`config.mk`:
```
export PLATFORM = sky130hd
export DESIGN_NAME = dcbm_top
export DESIGN_NICKNAME = d
export VERILOG_FILES = /design/src/core/dcbm_pkg.sv /design/src/core/dcbm_top.sv
export SDC_FILE = /design/constraint.sdc
export NUM_CORES = 2
export LEC_CHECK = 0
export ABC_CLOCK_PERIOD_IN_PS = 42200
export BUFFER_PORTS_ARGS = -buffer_cell sky130_fd_sc_hd__buf_2
export CAP_MARGIN = 40
export CORE_ASPECT_RATIO = 1.4
export CORE_MARGIN = 8
export CORE_UTILIZATION = 40
export CTS_CLUSTER_DIAMETER = 100
export DETAILED_ROUTE_END_ITERATION = 8
export SETUP_SLACK_MARGIN = 0.3
export SLEW_MARGIN = 40
export SYNTH_ARGS = -nofsm -noshare
export SYNTH_HDL_FRONTEND = slang
export SYNTH_SLANG_ARGS = --single-unit
```
`constraint.sdc`:
```
create_clock -name CLOCK -period 42.2 [get_ports CLOCK]
set_input_delay 8.44 -clock CLOCK [delete_from_list [all_inputs] [get_ports CLOCK]]
set_output_delay 8.44 -clock CLOCK [all_outputs]
set_load 0.1 [all_outputs]
```
`src/core/dcbm_pkg.sv`:
```
// constants for the discrete channel background test monitor
// ====================================================================
// Operation
// - compare channel data against independent test comparator
// - fault interval adds two to counter
// - clean interval subtracts one, floor zero
// - counter above threshold sets fault bit
// - threshold given in ms, converted to count
// - dynamic and latched fault status per channel
// - unmasked failure raises interrupt request
// - host enables background testing; runs only then
// - rising and falling transitions flagged separately
// - output mismatch with readback infers overcurrent
// - persistent overcurrent returns channel to input
// - host reset command restores drive; oc_lat needs its own clear
// - overcurrent reset independent of interrupt enable
// - report above-high, below-low, mid-range band
// - input debounce with selectable delay
`default_nettype none
package dcbm_pkg;
	localparam int unsigned NCH = 16;
	localparam int unsigned CLK_HZ = 50000000;
	// test interval in microseconds, cycles derived
	localparam int unsigned TEST_INTERVAL_US = 1000;
	localparam int unsigned TEST_INTERVAL_CYC = TEST_INTERVAL_US * (CLK_HZ / 1000000);
	// overcurrent stabilization time in microseconds
	localparam int unsigned OC_STAB_US = 2000;
	localparam int unsigned OC_STAB_INTERVALS = (OC_STAB_US + TEST_INTERVAL_US - 1) / TEST_INTERVAL_US;
	localparam int unsigned CNT_W = 16;
	// register byte offsets
	localparam logic [7:0] A_CTRL = 8'h00;
	localparam logic [7:0] A_THRESH_MS = 8'h04;
	localparam logic [7:0] A_DIR = 8'h08;
	localparam logic [7:0] A_OUT = 8'h0C;
	localparam logic [7:0] A_DEB = 8'h10;
	localparam logic [7:0] A_DYN = 8'h14;
	localparam logic [7:0] A_LAT = 8'h18;
	localparam logic [7:0] A_MASK = 8'h1C;
	localparam logic [7:0] A_OC_LAT = 8'h20;
	localparam logic [7:0] A_OC_MASK = 8'h24;
	localparam logic [7:0] A_OC_RESET = 8'h28;
	localparam logic [7:0] A_RISE = 8'h2C;
	localparam logic [7:0] A_FALL = 8'h30;
	localparam logic [7:0] A_ABOVE = 8'h34;
	localparam logic [7:0] A_BELOW = 8'h38;
	localparam logic [7:0] A_MID = 8'h3C;
	localparam logic [7:0] A_INPUT = 8'h40;
	localparam logic [7:0] A_TRIP = 8'h44;
	localparam int unsigned CTRL_EN_BIT = 0;
	localparam logic [15:0] THRESH_RST = 16'h000A;
	localparam logic [3:0] DEB_RST = 4'h0;
	localparam logic [31:0] UNMAPPED_DATA = 32'h0000_0000;
endpackage : dcbm_pkg
`default_nettype wire

```
`src/core/dcbm_top.sv`:
```
// background test monitor for discrete channels with avalon-mm registers
//
// Local design decisions: the address map and the Avalon-MM register port.
`default_nettype none
module dcbm_top
	import dcbm_pkg::*;
#(
	parameter int unsigned TICK_CYC = TEST_INTERVAL_CYC
) (
	// clock and reset
	input wire logic CLOCK,
	input wire logic RESET_N,
	// avalon-mm slave
	input wire logic [7:0] AVS_ADDRESS,
	input wire logic AVS_READ,
	input wire logic AVS_WRITE,
	input wire logic [31:0] AVS_WRITEDATA,
	output logic [31:0] AVS_READDATA,
	output logic AVS_WAITREQUEST,
	// channel pins
	input wire logic [NCH-1:0] CH_IN,
	input wire logic [NCH-1:0] CMP_IN,
	input wire logic [NCH-1:0] HI_CMP,
	input wire logic [NCH-1:0] LO_CMP,
	output logic [NCH-1:0] CH_OUT,
	output logic [NCH-1:0] CH_OE_N,
	// interrupt
	output logic IRQ
);
	// ====================================================================
	// state
	typedef struct packed {
		logic [NCH-1:0] ch_s1;
		logic [NCH-1:0] ch_s2;
		logic [NCH-1:0] cmp_s1;
		logic [NCH-1:0] cmp_s2;
		logic [NCH-1:0] hi_s1;
		logic [NCH-1:0] hi_s2;
		logic [NCH-1:0] lo_s1;
		logic [NCH-1:0] lo_s2;
		logic [NCH-1:0] deb_val;
		logic [NCH*16-1:0] deb_cnt;
		logic [NCH*CNT_W-1:0] fcnt;
		logic [NCH*4-1:0] oc_cnt;
		logic [31:0] tick_cnt;
		logic tick;
		logic en;
		logic [15:0] thresh_ms;
		logic [3:0] deb_sel;
		logic [NCH-1:0] dir_out;
		logic [NCH-1:0] out_val;
		logic [NCH-1:0] dyn;
		logic [NCH-1:0] lat;
		logic [NCH-1:0] mask;
		logic [NCH-1:0] oc_lat;
		logic [NCH-1:0] oc_mask;
		logic [NCH-1:0] trip;
		logic [NCH-1:0] rise;
		logic [NCH-1:0] fall;
		logic [NCH-1:0] above;
		logic [NCH-1:0] below;
		logic [NCH-1:0] mid;
		logic ack;
		logic [31:0] rdata;
		logic irq;
	} dcbm_state_t;

	dcbm_state_t st_r;
	dcbm_state_t st_nxt;

	// debounce delay: 2^sel cycles, zero means none
	function automatic logic [15:0] deb_len(input logic [3:0] sel);
		deb_len = (sel == 4'h0) ? 16'h0000 : (16'h0001 << sel);
	endfunction : deb_len

	function automatic logic [NCH-1:0] w1c(input logic [NCH-1:0] cur,
		input logic [NCH-1:0] set, input logic [NCH-1:0] clr);
		w1c = (cur & ~clr) | set;
	endfunction : w1c

	logic [CNT_W-1:0] thresh_cnt;
	logic [NCH-1:0] eff_data;
	logic [NCH-1:0] oc_now;
	logic [NCH-1:0] fault_now;
	logic [NCH-1:0] new_dyn;
	logic [NCH-1:0] new_rise;
	logic [NCH-1:0] new_fall;
	logic [NCH-1:0] new_oc;
	logic [NCH-1:0] lat_set;
	logic wr_acc;
	logic rd_acc;

	// ms threshold to interval count
	assign thresh_cnt = CNT_W'((32'(st_r.thresh_ms) * 1000) / TEST_INTERVAL_US);

	// ====================================================================
	// next state
	always_comb begin
		logic [15:0] dc;
		logic [CNT_W-1:0] fc;
		logic [3:0] oc;
		st_nxt = st_r;
		dc = '0;
		fc = '0;
		oc = '0;
		// writes land only on the edge that ends the wait
		wr_acc = AVS_WRITE && st_r.ack;
		rd_acc = AVS_READ && !st_r.ack;
		st_nxt.ch_s1 = CH_IN;
		st_nxt.ch_s2 = st_r.ch_s1;
		st_nxt.cmp_s1 = CMP_IN;
		st_nxt.cmp_s2 = st_r.cmp_s1;
		st_nxt.hi_s1 = HI_CMP;
		st_nxt.hi_s2 = st_r.hi_s1;
		st_nxt.lo_s1 = LO_CMP;
		st_nxt.lo_s2 = st_r.lo_s1;
		// interval tick
		st_nxt.tick = 1'b0;
		if (st_r.tick_cnt >= TICK_CYC - 1) begin
			st_nxt.tick_cnt = '0;
			st_nxt.tick = 1'b1;
		end else begin
			st_nxt.tick_cnt = st_r.tick_cnt + 32'h1;
		end
		new_dyn = st_r.dyn;
		new_rise = '0;
		new_fall = '0;
		new_oc = '0;
		for (int i = 0; i < NCH; i++) begin
			// debounce
			dc = st_r.deb_cnt[i*16 +: 16];
			if (st_r.ch_s2[i] == st_r.deb_val[i]) begin
				dc = '0;
			end else if (dc >= deb_len(st_r.deb_sel)) begin
				st_nxt.deb_val[i] = st_r.ch_s2[i];
				new_rise[i] = st_r.ch_s2[i];
				new_fall[i] = !st_r.ch_s2[i];
				dc = '0;
			end else begin
				dc = dc + 16'h1;
			end
			st_nxt.deb_cnt[i*16 +: 16] = dc;
			fc = st_r.fcnt[i*CNT_W +: CNT_W];
			oc = st_r.oc_cnt[i*4 +: 4];
			if (st_r.tick && st_r.en) begin
				if (fault_now[i]) begin
					fc = (fc > {CNT_W{1'b1}} - CNT_W'(2)) ? {CNT_W{1'b1}} : fc + CNT_W'(2);
				end else if (fc != '0) begin
					fc = fc - CNT_W'(1);
				end
				new_dyn[i] = fc > thresh_cnt;
				if (oc_now[i] && !st_r.trip[i]) begin
					if (oc >= 4'(OC_STAB_INTERVALS)) begin
						new_oc[i] = 1'b1;
					end else begin
						oc = oc + 4'h1;
					end
				end else begin
					oc = '0;
				end
			end
			st_nxt.fcnt[i*CNT_W +: CNT_W] = fc;
			st_nxt.oc_cnt[i*4 +: 4] = oc;
		end
		if (!st_r.en) begin
			new_dyn = '0;
		end
		st_nxt.dyn = new_dyn;
		lat_set = new_dyn & ~st_r.dyn;
		st_nxt.above = st_r.hi_s2;
		st_nxt.below = st_r.lo_s2;
		st_nxt.mid = ~st_r.hi_s2 & ~st_r.lo_s2;
		// register writes; hardware sets win over clears
		st_nxt.lat = w1c(st_r.lat, lat_set, '0);
		st_nxt.oc_lat = w1c(st_r.oc_lat, new_oc, '0);
		st_nxt.rise = w1c(st_r.rise, new_rise, '0);
		st_nxt.fall = w1c(st_r.fall, new_fall, '0);
		st_nxt.trip = st_r.trip | new_oc;
		if (wr_acc) begin
			unique case (AVS_ADDRESS)
				A_CTRL: st_nxt.en = AVS_WRITEDATA[CTRL_EN_BIT];
				A_THRESH_MS: st_nxt.thresh_ms = AVS_WRITEDATA[15:0];
				A_DIR: st_nxt.dir_out = AVS_WRITEDATA[NCH-1:0];
				A_OUT: st_nxt.out_val = AVS_WRITEDATA[NCH-1:0];
				A_DEB: st_nxt.deb_sel = AVS_WRITEDATA[3:0];
				A_LAT: st_nxt.lat = w1c(st_r.lat, lat_set, AVS_WRITEDATA[NCH-1:0]);
				A_MASK: st_nxt.mask = AVS_WRITEDATA[NCH-1:0];
				A_OC_LAT: begin
					// only untripped channels may clear
					st_nxt.oc_lat = w1c(st_r.oc_lat, new_oc,
						AVS_WRITEDATA[NCH-1:0] & ~st_r.trip);
				end
				A_OC_MASK: st_nxt.oc_mask = AVS_WRITEDATA[NCH-1:0];
				A_OC_RESET: st_nxt.trip = (st_r.trip & ~AVS_WRITEDATA[NCH-1:0]) | new_oc;
				A_RISE: st_nxt.rise = w1c(st_r.rise, new_rise, AVS_WRITEDATA[NCH-1:0]);
				A_FALL: st_nxt.fall = w1c(st_r.fall, new_fall, AVS_WRITEDATA[NCH-1:0]);
				default: ;
			endcase
		end
		// one wait cycle then ack
		st_nxt.ack = (AVS_READ || AVS_WRITE) && !st_r.ack;
		st_nxt.rdata = st_r.rdata;
		if (rd_acc) begin
			unique case (AVS_ADDRESS)
				A_CTRL: st_nxt.rdata = 32'(st_r.en);
				A_THRESH_MS: st_nxt.rdata = 32'(st_r.thresh_ms);
				A_DIR: st_nxt.rdata = 32'(st_r.dir_out);
				A_OUT: st_nxt.rdata = 32'(st_r.out_val);
				A_DEB: st_nxt.rdata = 32'(st_r.deb_sel);
				A_DYN: st_nxt.rdata = 32'(st_r.dyn);
				A_LAT: st_nxt.rdata = 32'(st_r.lat);
				A_MASK: st_nxt.rdata = 32'(st_r.mask);
				A_OC_LAT: st_nxt.rdata = 32'(st_r.oc_lat);
				A_OC_MASK: st_nxt.rdata = 32'(st_r.oc_mask);
				A_RISE: st_nxt.rdata = 32'(st_r.rise);
				A_FALL: st_nxt.rdata = 32'(st_r.fall);
				A_ABOVE: st_nxt.rdata = 32'(st_r.above);
				A_BELOW: st_nxt.rdata = 32'(st_r.below);
				A_MID: st_nxt.rdata = 32'(st_r.mid);
				A_INPUT: st_nxt.rdata = 32'(st_r.deb_val);
				A_TRIP: st_nxt.rdata = 32'(st_r.trip);
				default: st_nxt.rdata = UNMAPPED_DATA;
			endcase
		end
		st_nxt.irq = |((st_r.lat & st_r.mask) | (st_r.oc_lat & st_r.oc_mask));
	end

	// ====================================================================
	// comparator and overcurrent inference
	// driven channels check commanded level, inputs check read level
	assign eff_data = (st_r.dir_out & ~st_r.trip & st_r.out_val)
		| (~(st_r.dir_out & ~st_r.trip) & st_r.ch_s2);
	assign fault_now = eff_data ^ st_r.cmp_s2;
	assign oc_now = st_r.dir_out & ~st_r.trip & (st_r.out_val ^ st_r.ch_s2);

	always_ff @(posedge CLOCK or negedge RESET_N) begin
		if (!RESET_N) begin
			st_r <= '0;
			st_r.thresh_ms <= THRESH_RST;
			st_r.deb_sel <= DEB_RST;
		end else begin
			st_r <= st_nxt;
		end
	end

	// ====================================================================
	// outputs
	assign AVS_WAITREQUEST = (AVS_READ || AVS_WRITE) && !st_r.ack;
	assign AVS_READDATA = st_r.rdata;
	assign CH_OUT = st_r.out_val;
	assign CH_OE_N = ~(st_r.dir_out & ~st_r.trip);
	assign IRQ = st_r.irq;

	// ====================================================================
	// assertions
	property p_cnt_add2;
		@(posedge CLOCK) disable iff (!RESET_N)
		(st_r.tick && st_r.en && fault_now[0] && st_r.fcnt[CNT_W-1:0] < 16'h00FF)
		|=> st_r.fcnt[CNT_W-1:0] == $past(st_r.fcnt[CNT_W-1:0]) + 16'h2;
	endproperty
	a_cnt_add2: assert property (p_cnt_add2) else $error("counter did not add two");

	property p_cnt_sub1;
		@(posedge CLOCK) disable iff (!RESET_N)
		(st_r.tick && st_r.en && !fault_now[0])
		|=> st_r.fcnt[CNT_W-1:0] == (($past(st_r.fcnt[CNT_W-1:0]) == 16'h0)
			? 16'h0 : $past(st_r.fcnt[CNT_W-1:0]) - 16'h1);
	endproperty
	a_cnt_sub1: assert property (p_cnt_sub1) else $error("counter did not subtract one");

	property p_dyn_thr;
		@(posedge CLOCK) disable iff (!RESET_N)
		(st_r.en && $past(st_r.tick)) |-> st_r.dyn[0] == (st_r.fcnt[CNT_W-1:0] > thresh_cnt);
	endproperty
	a_dyn_thr: assert property (p_dyn_thr) else $error("dynamic fault wrong");

	property p_lat_hold;
		@(posedge CLOCK) disable iff (!RESET_N)
		(st_r.lat[0] && !(wr_acc && AVS_ADDRESS == A_LAT && AVS_WRITEDATA[0])) |=> st_r.lat[0];
	endproperty
	a_lat_hold: assert property (p_lat_hold) else $error("latched fault lost");

	property p_irq;
		@(posedge CLOCK) disable iff (!RESET_N)
		(|((st_r.lat & st_r.mask) | (st_r.oc_lat & st_r.oc_mask))) |=> IRQ;
	endproperty
	a_irq: assert property (p_irq) else $error("interrupt not raised");

	property p_irq_off;
		@(posedge CLOCK) disable iff (!RESET_N)
		!(|((st_r.lat & st_r.mask) | (st_r.oc_lat & st_r.oc_mask))) |=> !IRQ;
	endproperty
	a_irq_off: assert property (p_irq_off) else $error("interrupt without cause");

	property p_off;
		@(posedge CLOCK) disable iff (!RESET_N)
		!st_r.en |=> st_r.fcnt == $past(st_r.fcnt);
	endproperty
	a_off: assert property (p_off) else $error("test ran while disabled");

	property p_trip_in;
		@(posedge CLOCK) disable iff (!RESET_N)
		(st_r.trip & ~CH_OE_N) == '0;
	endproperty
	a_trip_in: assert property (p_trip_in) else $error("tripped channel still driven");

	property p_oc_reset;
		@(posedge CLOCK) disable iff (!RESET_N)
		(wr_acc && AVS_ADDRESS == A_OC_RESET)
		|=> (st_r.trip & $past(AVS_WRITEDATA[NCH-1:0]) & ~$past(new_oc)) == '0
			&& st_r.oc_mask == $past(st_r.oc_mask);
	endproperty
	a_oc_reset: assert property (p_oc_reset) else $error("overcurrent reset failed");

	property p_wait;
		@(posedge CLOCK) disable iff (!RESET_N)
		(AVS_READ || AVS_WRITE) |-> ##[0:1] !AVS_WAITREQUEST;
	endproperty
	a_wait: assert property (p_wait) else $error("bus answer late");

	property p_lat_set;
		@(posedge CLOCK) disable iff (!RESET_N)
		$rose(st_r.dyn[0]) |-> st_r.lat[0];
	endproperty
	a_lat_set: assert property (p_lat_set) else $error("new fault not latched");

	property p_dyn_off;
		@(posedge CLOCK) disable iff (!RESET_N)
		!st_r.en |=> st_r.dyn == '0;
	endproperty
	a_dyn_off: assert property (p_dyn_off) else $error("dynamic fault while disabled");

	property p_rise;
		@(posedge CLOCK) disable iff (!RESET_N)
		(st_r.deb_sel == '0 && st_r.ch_s2[1] && !st_r.deb_val[1])
		|=> st_r.rise[1] && st_r.deb_val[1];
	endproperty
	a_rise: assert property (p_rise) else $error("rising transition missed");

	property p_fall;
		@(posedge CLOCK) disable iff (!RESET_N)
		(st_r.deb_sel == '0 && !st_r.ch_s2[1] && st_r.deb_val[1])
		|=> st_r.fall[1] && !st_r.deb_val[1];
	endproperty
	a_fall: assert property (p_fall) else $error("falling transition missed");

	property p_deb_hold;
		@(posedge CLOCK) disable iff (!RESET_N)
		(st_r.deb_sel != '0 && st_r.ch_s2[5] != st_r.deb_val[5]
			&& st_r.deb_cnt[5*16 +: 16] == '0)
		|=> st_r.deb_val[5] == $past(st_r.deb_val[5]);
	endproperty
	a_deb_hold: assert property (p_deb_hold) else $error("input changed without debounce");

	property p_oc_trip;
		@(posedge CLOCK) disable iff (!RESET_N)
		(st_r.tick && st_r.en && oc_now[2] && st_r.oc_cnt[2*4 +: 4] >= 4'(OC_STAB_INTERVALS))
		|=> st_r.trip[2] && CH_OE_N[2];
	endproperty
	a_oc_trip: assert property (p_oc_trip) else $error("overcurrent did not trip");

	property p_oc_hold;
		@(posedge CLOCK) disable iff (!RESET_N)
		(st_r.trip[2] && st_r.oc_lat[2]) |=> st_r.oc_lat[2];
	endproperty
	a_oc_hold: assert property (p_oc_hold) else $error("overcurrent cleared while tripped");

	property p_oc_mask_sep;
		@(posedge CLOCK) disable iff (!RESET_N)
		(wr_acc && AVS_ADDRESS == A_OC_MASK)
		|=> st_r.trip == ($past(st_r.trip) | $past(new_oc));
	endproperty
	a_oc_mask_sep: assert property (p_oc_mask_sep) else $error("mask write moved trip");

	property p_one_wait;
		@(posedge CLOCK) disable iff (!RESET_N)
		((AVS_READ || AVS_WRITE) && !AVS_WAITREQUEST)
		|=> !(AVS_READ || AVS_WRITE) || AVS_WAITREQUEST;
	endproperty
	a_one_wait: assert property (p_one_wait) else $error("second answer without wait");

	property p_wr_late;
		@(posedge CLOCK) disable iff (!RESET_N)
		(AVS_WRITE && AVS_WAITREQUEST && AVS_ADDRESS == A_MASK)
		|=> st_r.mask == $past(st_r.mask);
	endproperty
	a_wr_late: assert property (p_wr_late) else $error("write landed during wait");
endmodule : dcbm_top
`default_nettype wire

```
==> impl_metrics.yaml <==
timing:
  setup_violations: 0
  skew_ps: 54.7
  finalSetupTns_ps: 0
  tightest_slew_ps: 848
  slew_violations: 0
  holdWs_ps: 338
  fin_crit_sh_pct: 75.2
  timing.fmax_mhz: 31.5
  hold_viol: 0
  min_period_ps: 31720
  fin_ws_ps: 10480
  rsz0062_at_grt: "no"
  relSlewSlack_pct: 42.9
yosys:
  syn_avg_cell_area_um2: 8.60
  ys_warn_count: 0
  synthFlopType: "dfrtp_1"
  synthCells: 8731
  ys_top_cells_by_area: "dfrtp_1 (33%), ha_1 (12%), nand2_1 (5.4%)"
  yosysTopAreaCellShare_pct: 33.3
  yosys_register_bits: 1000
  yosysTopAreaCell: "dfrtp_1"
  synth_edf_count: 0
  synthArstFlopShare_pct: 100
  ys_seq_area_share_pct: 33.3
  synth.distinct_cells: 138
  synth_area_um2: 75100
clock_tree:
  clock_sinks: 1000
  tritoncts: "yes"
  clk_latency_ps: 780
  cts_setup_buffers: 0
  cts_made_buffers: 105
  h-tree-depth: 3
  clock_path_buffers: 3
  ctsResizeCount: 0
  cts-root-buf: "clkbuf_16"
  hold_buffers: 0
  clk_pin_slew_ps: 70
pwr:
  p_sw_mw: 2.26
  pwr-share-seq_pct: 25.1
  p_clk_share_pct: 21.4
  comb_power_share_pct: 53.5
  p_leak_nw: 35.7
  p_per_area_nw_per_um2: 59.7
  total_power_mw: 4.93
  p_sw_share_pct: 45.9
  ir_worst_vdd_v: 0.0000504
  internal_power_mw: 2.67
global_route:
  grt_pass1_vias: 64900
  overflow: 0
  grtUsageTotal_pct: 22.4
  grt_pass1_wl_um: 367000
  antenna_found_initial: 9
  grt_max_degree: 165
worst_setup_path:
  worstSetupPathType: "reg -> reg"
  arrival_ps: 32350
  reg2reg_from: "st_r[247]$_DFFE_PN1P_"
  worstPathRequired_ps: 42830
  crit_fanout: 37
  worstRegToRegCells: 95
  cp-start-kind: "flop"
  worstSetupEndpointType: "flop"
  slowest_stage: "or4_1"
  reg2reg_slack_ps: 10480
  r2r-end: "st_r[201]$_DFF_PN0_"
  cp-startpoint: "st_r[247]$_DFFE_PN1P_"
  critical-path-max-stage-delay_ps: 750
  critPathCapture: "st_r[201]$_DFF_PN0_"
finish:
  drive_above_1_share_pct: 9.72
  final_cell_area_um2: 82500
  nNetsFinal: 9599
  final_util_pct: 44.1
  syn2layout_area_growth_pct: 9.94
  instances_no_fill: 11300
placement:
  io_buffers: 141
  dp.cells: 11100
  gp_congestion: 0.921
  place_ws_ps: 10790
  hpwlAfterDp_um: 167000
  post_dp_cell_area_um2: 78400
drt:
  finalWirelength_um: 234000
  ant_nets: 0
  wl_per_cell_um: 20.7
  via_per_inst: 5.82
  dr.pass1.iters: 8
  drc: 0
  drt-initial-drc-count: 4807
  vias: 65800
floorplanning:
  initial_utilization_pct: 40.2
  dieArea_um2: 202000
  row_count: 188
  io-pin-count: 174
  die_h_um: 529
  core_um2: 187000
  die_x_um: 382
status:
  status: "finished, final reports clean"
hold_path:
  hold_path_depth: 0
  hp-class: "reg -> reg"
job:
  drv_cap: 0
logic make-up (layout without fill, tap and decap cells):
| kind of cell | Yosys count | after routing | synth area share (%) |
|---|---|---|---|
| compound gates | 2015 | 2015 | 17.5 |
| xor+xnor | 481 | 481 | 5.74 |
| fa+ha+maj | 750 | 750 | 13.0 |
| buf+inv | 651 | 703 | 3.59 |
| flops | 1000 | 1000 | 33.3 |
| mux | 242 | 242 | 3.58 |
| other cells | 1 | 50 | 0.00499 |
| simple gates | 3591 | 3591 | 23.2 |
power by group through the flow:
stage          Sequential [mW]  Combinational [mW]  Clock, mW
2_1_floorplan             1.15                1.96          0
3_3_place_gp              1.24                2.53          0
3_5_place_dp              1.25                2.60          0
4_1_cts                   1.23                2.62       1.08
5_1_grt                   1.26                2.94       1.11
6_report                  1.24                2.64       1.06
Yosys cell counts (41+ instances only):
cell type and count:
a21oi_1 500, and2_1 59, or3_1 89, nor2_1 801
o31ai_1 69, dfrtp_1 998, nand2b_1 216, o211ai_1 61
clkbuf_1 298, and3_1 178, buf_4 51, inv_1 246
o21ai_0 551, ha_1 696, mux2_2 202, xnor2_1 231
fa_1 54, nand3_1 342, xor2_1 240, o21a_1 41
a31oi_1 69, nand2_1 1078, nor3_1 227, a22oi_1 135
o22ai_1 55, nor2b_1 141, nand4_1 149, nor4_1 100
a21o_1 93, or2_2 55
worst max-delay path: cells and delay by family, from the launching register on:
kind / cells / cell delay, ps
buffers and inverters: 15 / 5270
AOI/OAI and AO/OA: 44 / 13970
muxes: 2 / 790
DFF: 1 / 740
adders and majority gates: 6 / 2760
and+or+nand+nor: 25 / 6420
xor gates and xnor gates: 3 / 1420
cells in the final DEF, fill, tap and decap left out, drive strengths merged, types with 179 or more instances in the layout:
master,instances
dfrtp,998
ha,696
nand2b,216
nor2,804
nor3,234
nand2,1079
o21ai,580
buf,252
xnor2,239
nand3,343
mux2,206
and3,179
a21oi,503
inv,256
xor2,242
registers in the layout, summed over array words and instances (netlist names):
register      cells
st_r            871
st_nxt           96
AVS_READDATA     16
CH_OUT           16
IRQ               1
area by class of cell:
cell class | instances | area, um^2
clock inverter | 55 | 940
fill | 18200 | 104000
sequential | 1000 | 25000
clock buffer | 141 | 2990
antenna | 2 | 5.00
tap | 2470 | 3090
timing repair buffer | 252 | 1730
inverter | 255 | 967
multi-input combinational | 7127 | 47800
layer usage:
| metal | GRT usage (%) | vias to the layer above | share of wire (%) |
|---|---|---|---|
| li1 | - | 31400 | - |
| met1 | 28.0 | 32000 | 42 |
| met2 | 38.7 | 1957 | 48 |
| met3 | 3.20 | 455 | 5.6 |
| met4 | 9.19 | 8 | 4.3 |
| met5 | 0 | - | 0.023 |
worst min path at each step:
| stage | startpoint | endpoint | slack [ps] |
|---|---|---|---|
| 2_1_floorplan | st_nxt[888]$_DFF_PN0_ | st_nxt[50]$_DFF_PN0_ | 330 |
| 3_3_place_gp | st_nxt[892]$_DFF_PN0_ | st_nxt[54]$_DFF_PN0_ | 330 |
| 3_5_place_dp | st_nxt[889]$_DFF_PN0_ | st_nxt[51]$_DFF_PN0_ | 330 |
| 4_1_cts | st_nxt[960]$_DFF_PN0_ | st_r[960]$_DFF_PN0_ | 340 |
| 5_1_grt | st_nxt[960]$_DFF_PN0_ | st_r[960]$_DFF_PN0_ | 350 |
| 6_report | st_nxt[960]$_DFF_PN0_ | st_r[960]$_DFF_PN0_ | 340 |
No activity file was read; power rests on OpenSTA's default activity.
